[config.mk]
export PLATFORM = sky130hd
export DESIGN_NAME = spi_port
export DESIGN_NICKNAME = d
export VERILOG_FILES = /design/src/hdl/spi_port_pkg.sv /design/src/hdl/spi_port.sv
export SDC_FILE = /design/constraint.sdc
export NUM_CORES = 1
export LEC_CHECK = 0
export ABC_CLOCK_PERIOD_IN_PS = 2700
export BUFFER_PORTS_ARGS = -buffer_cell sky130_fd_sc_hd__buf_4
export CORE_MARGIN = 3
export CORE_UTILIZATION = 45
export CTS_CLUSTER_DIAMETER = 30
export DETAILED_ROUTE_END_ITERATION = 12
export GPL_TIMING_DRIVEN = 0
export PLACE_DENSITY = 0.68
export SYNTH_ARGS = -nofsm -noshare
export SYNTH_HDL_FRONTEND = slang
export SYNTH_SLANG_ARGS = --single-unit
export TNS_END_PERCENT = 5
[constraint.sdc]
create_clock -name mclk_i -period 2.7 [get_ports mclk_i]
set_input_delay 0.135 -clock mclk_i [delete_from_list [all_inputs] [get_ports mclk_i]]
set_output_delay 0.135 -clock mclk_i [all_outputs]
set_load 0.05 [all_outputs]
[src/hdl/spi_port_pkg.sv]
// Constants, register layouts and pin bundle of the SPI port
package spi_port_pkg;
    localparam int ADDR_W = 4;
    localparam int DATA_W = 32;
    localparam logic [ADDR_W-1:0] OFS_MODE = 4'h0;
    localparam logic [ADDR_W-1:0] OFS_FMT = 4'h4;
    localparam logic [ADDR_W-1:0] OFS_DATA = 4'h8;
    localparam logic [7:0] MODE_RST = 8'hE0;
    localparam logic [7:0] FMT_RST = 8'h00;
    localparam logic [7:0] DATA_RST = 8'h00;
    // System clock dividers of the master modes
    localparam int SYS_DIV_A = 4;
    localparam int SYS_DIV_B = 16;
    localparam int SYS_DIV_C = 64;
    localparam int BITS = 8;
    localparam int HALF_EDGES = 2 * BITS;
    // Cycles from a shift tick until the pin level it caused is sampled
    localparam int CAP_LAG = 3;

    typedef enum logic [2:0] {
        MS_DIV4, MS_DIV16, MS_DIV64, MS_SUB, MS_TMR, SL_EXT, I2C_SL, UNUSED
    } op_mode_t;

    typedef struct packed {
        op_mode_t mode;
        logic uart;
        logic [1:0] debounce;
        logic en;
        logic icf;
    } mode_ctl_t;

    typedef struct packed {
        logic [1:0] spare;
        logic pol;
        logic cap_edge;
        logic order;
        logic select_pin_enable;
        logic write_collision_flag;
        logic transfer_complete_flag;
    } fmt_ctl_t;

    typedef struct packed {
        logic sck;
        logic sck_oe;
        logic sdo;
        logic sdo_oe;
        logic scs_n;
        logic scs_n_oe;
    } pins_t;
endpackage

[src/hdl/spi_port.sv]
// SPI master/slave port with Avalon-MM register access
// Overview of operation
// - Mode 000..100 is master; clock sys/4, /16, /64, sub clock, timer/2.
// - Mode 101 is slave on external clock; 110 and 111 leave SPI off.
// - UART select bit set disables SPI; SPI needs it cleared.
// - Interface enable low releases all SPI pins and stops transfers.
// - Enabling the interface keeps control register contents unchanged.
// - Slave deselected mid-byte with select enabled sets incomplete and done.
// - Software writing the incomplete flag never sets the done flag.
// - Two spare format bits store and read back, reset zero.
// - Polarity bit 0 idles clock high, 1 idles clock low.
// - Edge bit with polarity picks rising or falling capture edge.
// - Shift order bit: 0 LSB first, 1 MSB first, both directions.
// - Select enable 0 floats the select pin, 1 uses it.
// - Data write during transfer is dropped and sets sticky collision flag.
// - Done flag sets at transfer end; only software clears it.
// - Master: data write starts full duplex transfer.
// - Slave shifts data out and in on external clock pulses.
// - Slave presents each outgoing bit ahead of the capture edge.
// - Port keeps working whenever its selected clock source runs; here mclk_i must run too, as every source is sampled on it.
// - Disabled port hands its pins back to other functions.
// - One 8-bit data register holds transmit and received bytes.
// - Enabled: input floats, output high, master clock idles, slave floats; slave output shows its data bit unless deselected.
//
// Our own choices: the Avalon-MM interface to the registers and the address map.
module spi_port (
    // Clock and reset
    input wire logic mclk_i,
    input wire logic reset_i,
    // Avalon-MM slave
    input wire logic [spi_port_pkg::ADDR_W-1:0] avs_address_i,
    input wire logic avs_read_i,
    input wire logic avs_write_i,
    input wire logic [spi_port_pkg::DATA_W-1:0] avs_writedata_i,
    output logic [spi_port_pkg::DATA_W-1:0] avs_readdata_o,
    output logic avs_waitrequest_o,
    // Alternative shift clock sources
    input wire logic sub_clk_i,
    input wire logic timer_match_i,
    // SPI pins
    input wire logic sck_i,
    input wire logic sdi_i,
    input wire logic scs_n_i,
    output spi_port_pkg::pins_t pins_o,
    output logic pin_func_o
);
    import spi_port_pkg::*;

    typedef enum logic {XF_IDLE, XF_RUN} xfer_t;

    mode_ctl_t mode_r;
    fmt_ctl_t fmt_r;
    xfer_t st_r;
    pins_t pins_r;
    pins_t pins_nxt;
    logic [7:0] data_r;
    logic [7:0] tx_r;
    logic [7:0] rx_r;
    logic [4:0] half_r;
    logic [3:0] bits_r;
    logic [5:0] div_r;
    logic [CAP_LAG-1:0] cap_d_r;
    logic [CAP_LAG-1:0] last_d_r;
    logic wait_r;
    logic func_r;
    logic [DATA_W-1:0] rdata_r;
    logic [2:0] sck_s_r;
    logic [2:0] scs_s_r;
    logic [2:0] sub_s_r;
    logic [1:0] sdi_s_r;

    // Bus decode; an access completes on the edge where wait is low
    wire logic wr_go = avs_write_i & ~wait_r;
    wire logic sel_mode = avs_address_i == OFS_MODE;
    wire logic sel_fmt = avs_address_i == OFS_FMT;
    wire logic sel_data = avs_address_i == OFS_DATA;
    wire logic mode_wr = wr_go & sel_mode;
    wire logic fmt_wr = wr_go & sel_fmt;
    wire logic data_wr = wr_go & sel_data;
    wire logic [DATA_W-1:0] rd_mux = sel_mode ? DATA_W'(mode_r) :
        sel_fmt ? DATA_W'(fmt_r) : sel_data ? DATA_W'(data_r) : '0;

    // Role decode
    wire logic spi_on = mode_r.en & ~mode_r.uart
        & (mode_r.mode <= SL_EXT);
    wire logic is_slave = spi_on & (mode_r.mode == SL_EXT);
    wire logic is_master = spi_on & ~is_slave;
    wire logic busy = st_r == XF_RUN;
    wire logic m_busy = is_master & busy;
    wire logic start_m = data_wr & ~busy & is_master;

    // Master shift clock ticks, one per half period
    wire logic [5:0] half_lim =
        (mode_r.mode == MS_DIV4) ? 6'(SYS_DIV_A / 2 - 1) :
        (mode_r.mode == MS_DIV16) ? 6'(SYS_DIV_B / 2 - 1) :
        6'(SYS_DIV_C / 2 - 1);
    wire logic sys_tick = div_r == half_lim;
    wire logic sub_edge = sub_s_r[2] ^ sub_s_r[1];
    wire logic src_tick = (mode_r.mode == MS_SUB) ? sub_edge :
        (mode_r.mode == MS_TMR) ? timer_match_i : sys_tick;
    wire logic m_tick = m_busy & src_tick
        & (half_r != 5'(HALF_EDGES));
    // Even half edges lead; edge bit 1 captures on the leading edge
    wire logic m_is_cap = half_r[0] ^ fmt_r.cap_edge;
    wire logic m_cap = m_tick & m_is_cap;
    wire logic m_launch = m_tick & ~m_is_cap & (half_r != '0);
    wire logic m_last = m_tick & (half_r == 5'(HALF_EDGES - 1));
    wire logic done_m = last_d_r[CAP_LAG-1];

    // Slave side, all pins sampled through two flops first
    wire logic sck_rise = sck_s_r[1] & ~sck_s_r[2];
    wire logic sck_fall = ~sck_s_r[1] & sck_s_r[2];
    wire logic cap_rise = fmt_r.pol == fmt_r.cap_edge;
    wire logic s_sel = ~fmt_r.select_pin_enable | ~scs_s_r[1];
    wire logic s_cap = is_slave & s_sel
        & (cap_rise ? sck_rise : sck_fall);
    wire logic s_last = s_cap & busy & (bits_r == 4'(BITS - 1));
    wire logic s_abort = is_slave & fmt_r.select_pin_enable & busy
        & scs_s_r[1] & ~scs_s_r[2];
    wire logic done = done_m | (s_last & ~s_abort);

    // Shifting in the selected bit order
    wire logic cap_eff = cap_d_r[CAP_LAG-1] | s_cap;
    wire logic in_bit = sdi_s_r[1];
    wire logic tx_out = fmt_r.order ? tx_r[7] : tx_r[0];
    wire logic [7:0] tx_shift = fmt_r.order ?
        {tx_r[6:0], 1'b1} : {1'b1, tx_r[7:1]};
    wire logic [7:0] rx_shift = fmt_r.order ?
        {rx_r[6:0], in_bit} : {in_bit, rx_r[7:1]};
    wire logic tx_step = m_launch | s_cap;
    wire logic load_ok = data_wr & ~busy;
    wire logic collide = data_wr & busy;

    // Write data merged with hardware flag sets; a set beats a clear
    wire mode_ctl_t mode_wv = mode_ctl_t'(avs_writedata_i[7:0]);
    wire fmt_ctl_t fmt_wv = fmt_ctl_t'(avs_writedata_i[7:0]);
    wire mode_ctl_t mode_nxt = mode_wr ? mode_wv : mode_r;
    wire fmt_ctl_t fmt_nxt = fmt_wr ? fmt_wv : fmt_r;

    // Pin drive; SPI owns the pins only while enabled
    assign pins_nxt.sck = m_busy ? (pins_r.sck ^ m_tick)
        : ~fmt_r.pol;
    assign pins_nxt.sck_oe = is_master;
    assign pins_nxt.sdo = (m_busy | (is_slave & s_sel)) ? tx_out
        : 1'b1;
    assign pins_nxt.sdo_oe = spi_on;
    assign pins_nxt.scs_n = ~m_busy;
    assign pins_nxt.scs_n_oe = is_master & fmt_r.select_pin_enable;

    always_ff @(posedge mclk_i or posedge reset_i) begin
        if (reset_i) begin
            wait_r <= 1'b1;
            rdata_r <= '0;
        end else begin
            wait_r <= ~((avs_read_i | avs_write_i) & wait_r);
            if (avs_read_i & wait_r) begin
                rdata_r <= rd_mux;
            end
        end
    end

    always_ff @(posedge mclk_i or posedge reset_i) begin
        if (reset_i) begin
            sck_s_r <= '0;
            scs_s_r <= 3'h7;
            sub_s_r <= '0;
            sdi_s_r <= '0;
        end else begin
            sck_s_r <= {sck_s_r[1:0], sck_i};
            scs_s_r <= {scs_s_r[1:0], scs_n_i};
            sub_s_r <= {sub_s_r[1:0], sub_clk_i};
            sdi_s_r <= {sdi_s_r[0], sdi_i};
        end
    end

    always_ff @(posedge mclk_i or posedge reset_i) begin
        if (reset_i) begin
            mode_r <= mode_ctl_t'(MODE_RST);
            fmt_r <= fmt_ctl_t'(FMT_RST);
        end else begin
            mode_r <= mode_nxt;
            mode_r.icf <= mode_nxt.icf | s_abort;
            fmt_r <= fmt_nxt;
            fmt_r.transfer_complete_flag <= fmt_nxt.transfer_complete_flag | done | s_abort;
            fmt_r.write_collision_flag <= fmt_nxt.write_collision_flag | collide;
        end
    end

    always_ff @(posedge mclk_i or posedge reset_i) begin
        if (reset_i) begin
            st_r <= XF_IDLE;
        end else if (!spi_on) begin
            st_r <= XF_IDLE;
        end else if (start_m || (s_cap && !busy)) begin
            st_r <= XF_RUN;
        end else if (done || s_abort) begin
            st_r <= XF_IDLE;
        end
    end

    always_ff @(posedge mclk_i or posedge reset_i) begin
        if (reset_i) begin
            half_r <= '0;
            div_r <= '0;
            cap_d_r <= '0;
            last_d_r <= '0;
        end else begin
            half_r <= start_m ? '0 : half_r + 5'(m_tick);
            div_r <= (!m_busy || sys_tick) ? '0 : div_r + 6'd1;
            // Master capture waits for its edge to return through sync
            cap_d_r <= {cap_d_r[CAP_LAG-2:0], m_cap};
            last_d_r <= {last_d_r[CAP_LAG-2:0], m_last};
        end
    end

    always_ff @(posedge mclk_i or posedge reset_i) begin
        if (reset_i) begin
            bits_r <= '0;
        end else if (!busy || done || s_abort) begin
            bits_r <= s_cap && !busy ? 4'd1 : '0;
        end else if (s_cap) begin
            bits_r <= bits_r + 4'd1;
        end
    end

    always_ff @(posedge mclk_i or posedge reset_i) begin
        if (reset_i) begin
            tx_r <= DATA_RST;
            rx_r <= DATA_RST;
            data_r <= DATA_RST;
        end else begin
            if (load_ok) begin
                tx_r <= avs_writedata_i[7:0];
                data_r <= avs_writedata_i[7:0];
            end else if (tx_step) begin
                tx_r <= tx_shift;
            end
            if (cap_eff) begin
                rx_r <= rx_shift;
            end
            if (done) begin
                data_r <= cap_eff ? rx_shift : rx_r;
            end
        end
    end

    always_ff @(posedge mclk_i or posedge reset_i) begin
        if (reset_i) begin
            pins_r <= '0;
            func_r <= 1'b0;
        end else begin
            pins_r <= pins_nxt;
            func_r <= spi_on;
        end
    end

    assign avs_readdata_o = rdata_r;
    assign avs_waitrequest_o = wait_r;
    assign pins_o = pins_r;
    assign pin_func_o = func_r;
endmodule

==> flow_metrics.env, run 1 <==
export IMPL_final_util_pct=57.03
export IMPL_worstSetupEndpointType="flip-flop"
export IMPL_ctsLongestPathBuffers=2
export IMPL_final_hold_violations=0
export IMPL_synth_top_area_cell="sky130_fd_sc_hd__dfrtp_1"
export IMPL_floorplan_rows=34
export IMPL_first_global_vias=2941
export IMPL_final_layout_size_suffix_gt1_share_pct=29.45
export IMPL_area_growth_synth_to_final_pct=19.65
export IMPL_rsz_0062_raised_after_global_routing="false"
export IMPL_worst_setup_path_type="reg2reg"
export IMPL_fillers=789
export IMPL_port_buffers=36
export IMPL_critical_path_top_delay_family="simple AND/OR/NAND/NOR gates"
export IMPL_grt_first_pass_wirelength_um=14590
export IMPL_status="completed"
export IMPL_path_cells="buf_2 -> o21ai_1 -> nand3_2 -> or3b_4 -> or2_2 -> inv_1 -> ha_1 -> ha_1 -> nand3_1 -> xor2_1 -> nor2_1"
export IMPL_max_cap_violations=0
export IMPL_power_static_leakage_nw=2.387
export IMPL_drc=0
export IMPL_initial_antenna_violation_count=0
export IMPL_grt_overflow_total=0
export IMPL_clk_root_buffer_cell="sky130_fd_sc_hd__clkbuf_8"
export IMPL_avgSynthCellArea_um2=11.50
export IMPL_post_cts_setup_buffer_count=0
export IMPL_design_portCount=85
export IMPL_timing_final_setup_violations=0
export IMPL_synth_edff_count=0
export IMPL_drt_pass1_iter_count=4
export IMPL_synth_yosys_seq_area_share_pct=51.68
export IMPL_die_area_um2=10710
export IMPL_route_detailed_wl_per_inst_um=14.72
export IMPL_ant_nets=0
export IMPL_grt_start_max_net_pins=71
export IMPL_worst_clock_skew_ns=0.004442
export IMPL_report_final_slew_viol_count=0
export IMPL_syn_cell_area_um2=4278
export IMPL_worstSkewPairLatency_ns=0.36
export IMPL_core_area_um2=8976
export IMPL_worst_pin_slew_ns=0.8582
export IMPL_worst_slew_margin_pct=42.35
export IMPL_peak_supply_drop_mv=0.2662
export IMPL_worst_ep_required_time_ns=2.93
export IMPL_dominantRegCellSynth="sky130_fd_sc_hd__dfrtp_1"
export IMPL_min_delay_path_class="in2reg"
export IMPL_power_density_cell_area_nw_per_um2=625.0
export IMPL_tritoncts="built"
export IMPL_placedCellCount=558
export IMPL_htree_levels=3
export IMPL_number_of_drc_markers_after_the_initial_detailed_route_iteration=136
export IMPL_final_common_cell="sky130_fd_sc_hd__dfrtp_1"
export IMPL_crit_top_cell="sky130_fd_sc_hd__ha_1"
export IMPL_post_synth_top_area_fraction_pct=47.38
export IMPL_cts_num_sinks=88
export IMPL_worst_setup_hold_path_clk_slew_ns=0.08
export IMPL_finalCritPeriodShare_pct=94.44
export IMPL_post_dp_hpwl_um=6225
export IMPL_worstSetupStartpointType="flip-flop"
export IMPL_finalWeightedCongestion=0.7671
export IMPL_detail_route_vias_per_cell=4.926
export IMPL_worstPathMaxFanout=10
export IMPL_timing_critical_path_slowest_cell_delay_ns=0.46
export IMPL_fp_dieH_um=103.5
export IMPL_route_vias_total=2862
export IMPL_clock_fmax_mhz=392.2
export IMPL_postSynthCellCount=372
export IMPL_insertedDiodeCount=0
export IMPL_tritoncts_num_buffers=9
export IMPL_worstPathBufferInverterCount=2
export IMPL_postRouteWirelength_um=8554
export IMPL_fin_cells=581
export IMPL_most_common_layout_cells="sky130_fd_sc_hd__dfrtp_1 (81), sky130_fd_sc_hd__buf_4 (61), sky130_fd_sc_hd__mux2i_1 (42)"
export IMPL_floorplan_initialDensity_pct=47.66
export IMPL_yosys_register_bits=88
export IMPL_synthArstFlopShare_pct=100.0
export IMPL_arrival_ns=2.78
export IMPL_yosys_warnings=0
export IMPL_die_x_um=103.5
export IMPL_netlist_cell_type_count=55
export IMPL_synth_area_top_cells="sky130_fd_sc_hd__dfrtp_1 (47%), sky130_fd_sc_hd__mux2i_1 (9.8%), sky130_fd_sc_hd__mux2_2 (7.9%)"
export IMPL_finalPower_mw=3.199
export IMPL_globalRouteTotalUtil_pct=16.97
export IMPL_critical_path_slowest_stage_cell="sky130_fd_sc_hd__or3b_4"
export IMPL_num_nets_final=499
export IMPL_fin_crit_ns=2.550
[tightest hold or removal path, cell delays in order]
cell and delay, ns:
sky130_fd_sc_hd__buf_4 0.11, sky130_fd_sc_hd__mux2i_1 0.06, sky130_fd_sc_hd__nand2_1 0.06
[flip-flops by register name, indices dropped and copies added (netlist names), 4 cells and up]
signal,count
half_r,5
fmt_r,8
tx_r,8
mode_r,8
data_r,8
avs_readdata_o,8
div_r,6
pins_o,5
bits_r,4
rx_r,8
[kinds of logic (layout without fill, tap and decap cells)]
| group | count (synthesis) | after routing | synth area share, % |
|---|---|---|---|
| mux | 72 | 72 | 17.72 |
| fa+ha+maj | 4 | 4 | 1.170 |
| xor+xnor | 11 | 11 | 2.252 |
| compound gates | 53 | 53 | 8.453 |
| other cells | 1 | 24 | 0.08766 |
| buf+inv | 59 | 119 | 7.809 |
| flops | 88 | 88 | 51.68 |
| simple gates | 84 | 84 | 10.82 |
[where the power goes]
group / total (mW) / internal (mW) / switching, mW
registers: 1.52 / 1.45 / 0.0774
logic: 0.676 / 0.268 / 0.408
clock network: 1.00 / 0.541 / 0.458
total: 3.20 / 2.26 / 0.944
[path summary, 6_finish.rpt]
check | start | to | slack [ns] | cells past startpoint
max | mode_r[7] | half_r[4] | 0.15 | 11
min | avs_writedata_i[1] | fmt_r[1] | 0.05 | 3
max reg2reg | mode_r[7] | half_r[4] | 0.15 | 11
min reg2reg | sub_s_r[0] | sub_s_r[1] | 0.35 | 0
max in group asynchronous | reset_i | mode_r[5] | 1.78 | 4
min in group asynchronous | reset_i | sdi_s_r[0] | 0.28 | 3
[layer usage]
| layer | part of all wire, % | up-vias | track usage, % |
|---|---|---|---|
| met5 | 0 | - | 0 |
| met4 | 1.8 | 0 | 7.312 |
| met3 | 4.1 | 12 | 3.109 |
| met2 | 46 | 66 | 26.82 |
| met1 | 48 | 1386 | 23.04 |
| li1 | - | 1398 | - |
[cell usage after synthesis (2+ instances only)]
cell,n
sky130_fd_sc_hd__nor3b_1,2
sky130_fd_sc_hd__buf_2,3
sky130_fd_sc_hd__ha_1,4
sky130_fd_sc_hd__nand2_1,23
sky130_fd_sc_hd__nand3b_1,2
sky130_fd_sc_hd__buf_6,2
sky130_fd_sc_hd__clkbuf_1,6
sky130_fd_sc_hd__a22o_1,8
sky130_fd_sc_hd__o21ai_1,2
sky130_fd_sc_hd__nand2b_1,5
sky130_fd_sc_hd__a21oi_2,3
sky130_fd_sc_hd__o21ai_0,23
sky130_fd_sc_hd__buf_4,25
sky130_fd_sc_hd__mux2_2,30
sky130_fd_sc_hd__inv_1,22
sky130_fd_sc_hd__xor2_1,6
sky130_fd_sc_hd__nor2_1,16
sky130_fd_sc_hd__nor3_1,4
sky130_fd_sc_hd__dfrtp_1,81
sky130_fd_sc_hd__a21oi_1,3
sky130_fd_sc_hd__a21o_1,2
sky130_fd_sc_hd__nand4_1,4
sky130_fd_sc_hd__xnor2_1,5
sky130_fd_sc_hd__nor2b_1,6
sky130_fd_sc_hd__dfstp_2,7
sky130_fd_sc_hd__mux2i_1,42
sky130_fd_sc_hd__nand3_1,8
[through the flow]
stage          TNS [ns]  hold WS [ns]  cell area (um^2)  setup WS, ns
3_5_place_dp          0        0.1084              4822       0.04793
2_1_floorplan         0        0.1395              4364        0.2980
4_1_cts               0       0.02634              5112       0.02688
3_3_place_gp     -62.28        0.2432              4792       -0.7731
6_report              0       0.04571              5119        0.1502
5_1_grt               0       0.04229              5119       0.03205
[area by class of cell]
cell class                 count  area [um^2]  share of cell area (%)
clock inverter                 6        82.58                   1.613
timing repair buffer          44        367.9                   7.187
inverter                      22        85.08                   1.662
buffer                        37        252.7                   4.938
clock buffer                  10        137.6                   2.689
sequential                    88         2211                   43.19
multi-input combinational    248         1824                   35.64
tap                          126        157.7                   3.080
[timing repair]
item	in CTS	in global routing
setup endpoints to repair	0	1
endpoints found under the hold margin	23	0
hold buffers	7	0
resized for setup	0	4
Power figures use the tool's default switching activity.
==> run 2: changes to the inputs <==
Settings changed: CELL_PAD_IN_SITES_DETAIL_PLACEMENT from default to 1, CELL_PAD_IN_SITES_GLOBAL_PLACEMENT from default to 1, CORE_UTILIZATION 45 to 43, PLACE_DENSITY 0.68 to 0.8.
==> flow_metrics.env, run 2 (synthesized netlist as in run 1, its figures left out) <==
export IMPL_finalWeightedCongestion=0.7899
export IMPL_final_hold_violations=0
export IMPL_fin_worst_hold_slack_ns=0.04388
export IMPL_min_delay_path_class="in2reg"
export IMPL_ctsLongestPathBuffers=2
export IMPL_insertedDiodeCount=0
export IMPL_grt_start_max_net_pins=70
export IMPL_max_cap_violations=0
export IMPL_route_vias_total=2971
export IMPL_drc=0
export IMPL_worstPathMaxFanout=10
export IMPL_timing_critical_path_slowest_cell_delay_ns=0.56
export IMPL_core_area_um2=9459
export IMPL_grt_first_pass_wirelength_um=16290
export IMPL_report_final_slew_viol_count=0
export IMPL_tritoncts="built"
export IMPL_final_common_cell="sky130_fd_sc_hd__dfrtp_1"
export IMPL_fin_crit_ns=2.517
export IMPL_worst_pin_slew_ns=0.8972
export IMPL_cts_num_sinks=88
export IMPL_worst_ep_required_time_ns=2.94
export IMPL_arrival_ns=2.75
export IMPL_die_area_um2=11180
export IMPL_post_dp_hpwl_um=7032
export IMPL_grt_overflow_total=0
export IMPL_port_buffers=36
export IMPL_floorplan_initialDensity_pct=45.22
export IMPL_timing_final_setup_violations=0
export IMPL_most_common_layout_cells="sky130_fd_sc_hd__dfrtp_1 (81), sky130_fd_sc_hd__buf_4 (64), sky130_fd_sc_hd__mux2i_1 (42)"
export IMPL_route_detailed_wl_per_inst_um=16.64
export IMPL_clock_fmax_mhz=397.3
export IMPL_worst_slew_margin_pct=39.73
export IMPL_drt_pass1_iter_count=4
export IMPL_path_cells="clkbuf_2 -> o21bai_1 -> a21o_1 -> a31oi_2 -> or2_2 -> inv_1 -> ha_1 -> ha_2 -> nand3_1 -> xor2_1 -> nor2_1"
export IMPL_clk_root_buffer_cell="sky130_fd_sc_hd__clkbuf_8"
export IMPL_peak_supply_drop_mv=0.2464
export IMPL_worstSetupEndpointType="flip-flop"
export IMPL_worst_setup_path_type="reg2reg"
export IMPL_first_global_vias=3167
export IMPL_ant_nets=0
export IMPL_rsz_0062_raised_after_global_routing="false"
export IMPL_fin_tns_setup_ns=0
export IMPL_fin_cells=585
export IMPL_die_x_um=105.7
export IMPL_critical_path_slowest_stage_cell="sky130_fd_sc_hd__dfstp_2"
export IMPL_power_density_cell_area_nw_per_um2=610.3
export IMPL_design_portCount=85
export IMPL_globalRouteTotalUtil_pct=18.40
export IMPL_initial_antenna_violation_count=0
export IMPL_critical_path_top_delay_family="flip-flops"
export IMPL_worstSetupStartpointType="flip-flop"
export IMPL_worst_clock_skew_ns=0.01003
export IMPL_worstPathBufferInverterCount=2
export IMPL_tritoncts_num_buffers=9
export IMPL_htree_levels=3
export IMPL_floorplan_rows=35
export IMPL_postRouteWirelength_um=9734
export IMPL_worstSkewPairLatency_ns=0.36
export IMPL_number_of_drc_markers_after_the_initial_detailed_route_iteration=118
export IMPL_status="completed"
export IMPL_power_static_leakage_nw=2.362
export IMPL_num_nets_final=500
export IMPL_worst_setup_hold_path_clk_slew_ns=0.09
export IMPL_finalPower_mw=3.120
export IMPL_area_growth_synth_to_final_pct=19.51
export IMPL_finalCritPeriodShare_pct=93.22
export IMPL_final_layout_size_suffix_gt1_share_pct=29.61
export IMPL_fp_dieH_um=105.7
export IMPL_placedCellCount=561
export IMPL_detail_route_vias_per_cell=5.079
## run 2: final timing paths
check | endpoint | slack, ns | from | cells past startpoint
setup / recovery | half_r[4] | 0.18 | mode_r[5] | 11
hold / removal | fmt_r[3] | 0.04 | avs_writedata_i[3] | 2
setup reg to reg | half_r[4] | 0.18 | mode_r[5] | 11
hold reg to reg | cap_d_r[1] | 0.35 | cap_d_r[0] | 0
max in group asynchronous | mode_r[7] | 1.77 | reset_i | 4
min in group asynchronous | half_r[0] | 0.28 | reset_i | 3
## run 2: cell type report
type,count,area [um^2]
Fill cell,1061,4347
Sequential cell,88,2211
Multi-Input combinational cell,248,1833
Timing Repair Buffer,46,382.9
Buffer,36,250.2
Tap cell,129,161.4
Clock buffer,11,131.4
Inverter,22,85.08
Clock inverter,5,57.56
## run 2: per-layer routing
metal	vias up	GRT usage [%]	wire length (um)
met4	0	6.475	140
met2	48	30.37	4847
met3	11	2.878	287
met5	-	0	0
met1	1516	24.65	4458
li1	1396	-	-
## run 2: stage by stage
stage | util, % | cell area (um^2) | setup WS (ns)
floorplan | - | 4364 | 0.2980
global placement | 50.70 | 4796 | -0.7394
detailed placement | 51.02 | 4826 | 0.006188
CTS | 53.82 | 5091 | 0.04424
global route | 54.05 | 5112 | 0.01965
finish | 54.05 | 5112 | 0.1830
## run 2: power breakdown
group          internal, mW  leakage (nW)  total (mW)  switching (mW)
Clock                 0.427        0.0856       0.901           0.474
Sequential             1.45          1.09        1.53          0.0875
Combinational         0.269          1.18       0.685           0.416
Total                  2.14          2.36        3.12           0.977
## run 2: what timing repair did
action	CTS	global route
buffers inserted	0	2
endpoints found under the hold margin	24	0
hold buffers	7	0
pin swaps	0	1
gates resized for setup	2	5
endpoints found under the setup margin	1	4
==> run 3: changes to the inputs <==
Settings changed: ABC_AREA from default to 1, CORE_ASPECT_RATIO from default to 0.6, CORE_UTILIZATION 43 to 41, SKIP_CTS_REPAIR_TIMING from default to 1.
==> flow_metrics.env, run 3 <==
export IMPL_status="completed"
export IMPL_tritoncts_num_buffers=9
export IMPL_final_layout_size_suffix_gt1_share_pct=21.34
export IMPL_placedCellCount=707
export IMPL_finalCritPeriodShare_pct=84.22
export IMPL_worstPathMaxFanout=4
export IMPL_finalWeightedCongestion=0.8192
export IMPL_ctsLongestPathBuffers=2
export IMPL_most_common_layout_cells="sky130_fd_sc_hd__nand2_1 (147), sky130_fd_sc_hd__dfrtp_1 (81), sky130_fd_sc_hd__buf_4 (61)"
export IMPL_post_dp_hpwl_um=8877
export IMPL_port_buffers=36
export IMPL_rsz_0062_raised_after_global_routing="false"
export IMPL_synth_area_top_cells="sky130_fd_sc_hd__dfrtp_1 (46%), sky130_fd_sc_hd__nand2_1 (13%), sky130_fd_sc_hd__inv_1 (4.9%)"
export IMPL_fin_worst_hold_slack_ns=0.03544
export IMPL_avgSynthCellArea_um2=8.587
export IMPL_min_delay_path_class="in2reg"
export IMPL_route_vias_total=3626
export IMPL_power_static_leakage_nw=2.744
export IMPL_design_portCount=85
export IMPL_final_util_pct=52.20
export IMPL_worstHoldEndpoint="mode_r[4]"
export IMPL_regToRegEndpoint="half_r[4]"
export IMPL_synth_edff_count=0
export IMPL_worst_clock_skew_ns=0.008228
export IMPL_floorplan_rows=28
export IMPL_htree_levels=3
export IMPL_floorplan_initialDensity_pct=43.28
export IMPL_core_area_um2=10160
export IMPL_worst_ep_required_time_ns=2.93
export IMPL_post_synth_top_area_fraction_pct=46.10
export IMPL_die_area_um2=12040
export IMPL_place_ws_ns=0.4310
export IMPL_drt_pass1_iter_count=5
export IMPL_final_common_cell="sky130_fd_sc_hd__nand2_1"
export IMPL_timing_critical_path_slowest_cell_delay_ns=0.57
export IMPL_depth_of_the_critical_timing_path_with_buffers_and_inverters_included=12
export IMPL_fin_area_um2=5304
export IMPL_critical_path_top_delay_family="simple AND/OR/NAND/NOR gates"
export IMPL_detail_route_vias_per_cell=4.967
export IMPL_yosys_warnings=0
export IMPL_fin_crit_ns=2.274
export IMPL_report_final_slew_viol_count=0
export IMPL_number_of_drc_markers_after_the_initial_detailed_route_iteration=234
export IMPL_reg2reg_depth=12
export IMPL_ant_nets=0
export IMPL_dpl_cell_area_um2=4952
export IMPL_worst_slew_margin_pct=61.73
export IMPL_grt_start_max_net_pins=72
export IMPL_synth_most_common_cell="sky130_fd_sc_hd__nand2_1"
export IMPL_postSynthCellCount=512
export IMPL_num_nets_final=639
export IMPL_initial_antenna_violation_count=0
export IMPL_first_global_vias=3762
export IMPL_worst_r2r_startpoint="mode_r[5]"
export IMPL_syn_cell_area_um2=4397
export IMPL_dominantRegCellSynth="sky130_fd_sc_hd__dfrtp_1"
export IMPL_clk_root_buffer_cell="sky130_fd_sc_hd__clkbuf_16"
export IMPL_netlist_top_cells_count="sky130_fd_sc_hd__nand2_1 (147), sky130_fd_sc_hd__dfrtp_1 (81), sky130_fd_sc_hd__inv_1 (57), sky130_fd_sc_hd__nor2_1 (39), sky130_fd_sc_hd__o21ai_0 (31)"
export IMPL_fillers=1220
export IMPL_worstSetupEndpointType="flip-flop"
export IMPL_arrival_ns=2.51
export IMPL_route_detailed_wl_per_inst_um=15.91
export IMPL_worst_pin_slew_ns=0.5709
export IMPL_netlist_cell_type_count=41
export IMPL_worst_setup_path_type="reg2reg"
export IMPL_cts_num_sinks=88
export IMPL_area_growth_synth_to_final_pct=20.63
export IMPL_timing_final_setup_violations=0
export IMPL_worstHoldPathCells=3
export IMPL_clock_fmax_mhz=439.8
export IMPL_path_cells="inv_1 -> nor3_1 -> o21bai_1 -> inv_1 -> nand2_1 -> nand2_1 -> inv_2 -> ha_1 -> ha_1 -> nand2_1 -> xor2_1 -> nor2_1"
export IMPL_worst_setup_hold_path_clk_slew_ns=0.06
export IMPL_drc=0
export IMPL_fin_cells=730
export IMPL_final_hold_violations=0
export IMPL_grt_overflow_total=0
export IMPL_peak_supply_drop_mv=0.4004
export IMPL_fp_dieH_um=86.22
export IMPL_synthArstFlopShare_pct=100.0
export IMPL_synth_top_area_cell="sky130_fd_sc_hd__dfrtp_1"
export IMPL_grt_first_pass_wirelength_um=19350
export IMPL_die_x_um=139.7
export IMPL_hold_path_startpoint="avs_writedata_i[4]"
export IMPL_synth_yosys_seq_area_share_pct=50.28
export IMPL_tritoncts="built"
export IMPL_post_route_worst_setup_slack_ns=0.4261
export IMPL_crit_top_cell="sky130_fd_sc_hd__nand2_1"
export IMPL_globalRouteTotalUtil_pct=20.47
export IMPL_postRouteWirelength_um=11620
export IMPL_worstPathBufferInverterCount=3
export IMPL_max_cap_violations=0
export IMPL_rrSetupSlack_ns=0.43
export IMPL_critical_path_slowest_stage_cell="sky130_fd_sc_hd__dfstp_2"
export IMPL_power_density_cell_area_nw_per_um2=681.4
export IMPL_worstSetupStartpointType="flip-flop"
export IMPL_yosys_register_bits=88
export IMPL_insertedDiodeCount=0
export IMPL_worstSkewPairLatency_ns=0.35
==> run 3: area by class of cell <==
type | instances | area (um^2) | area share [%]
clock inverter | 6 | 42.54 | 0.8021
multi-input combinational | 351 | 1798 | 33.90
timing repair buffer | 44 | 367.9 | 6.936
clock buffer | 10 | 239.0 | 4.506
tap | 135 | 168.9 | 3.185
inverter | 63 | 246.5 | 4.647
buffer | 33 | 230.2 | 4.341
sequential | 88 | 2211 | 41.68
==> run 3: worst max-delay path by stage <==
stage	slack, ns	to	from
6_report	0.43	half_r[4]	mode_r[5]
5_1_grt	0.18	half_r[4]	mode_r[5]
4_1_cts	0.40	half_r[4]	mode_r[5]
3_5_place_dp	0.43	half_r[4]	mode_r[5]
3_3_place_gp	-0.84	half_r[1]	reset_i
2_1_floorplan	0.30	avs_readdata_o[0]	reset_i
==> run 3: kinds of logic after synthesis <==
kind of cell               Yosys count  synth area share, %
DFF                                 88                50.28
AOI/OAI and AO/OA                   66                8.651
other                                1              0.08529
xor gates and xnor gates            10                1.992
adders and majority gates            4                1.138
and+or+nand+nor                    247                27.06
buffers and inverters               96                10.79
==> run 3: layer usage <==
layer	vias up	GRT usage, %	routed length [um]
met1	1801	28.56	5713
met3	15	5.072	571
met5	-	0	0
met4	0	5.013	125
li1	1737	-	-
met2	73	32.53	5205
==> run 3: tightest hold or removal path: cells and delay by family <==
family          cells  cell delay (ns)
simple gates        1             0.05
buf+inv             1             0.10
compound gates      1             0.06
==> run 3: through the flow <==
step	power (mW)	TNS, ns
3_5_place_dp	2.428	0
3_3_place_gp	2.385	-67.39
6_report	3.614	0
5_1_grt	3.806	0
4_1_cts	3.625	0
2_1_floorplan	2.191	0
==> run 3: report_power, final <==
part / switching [mW] / internal (mW)
Combinational: 0.548 / 0.269
Sequential: 0.120 / 1.49
Clock: 0.538 / 0.650
Total: 1.21 / 2.41
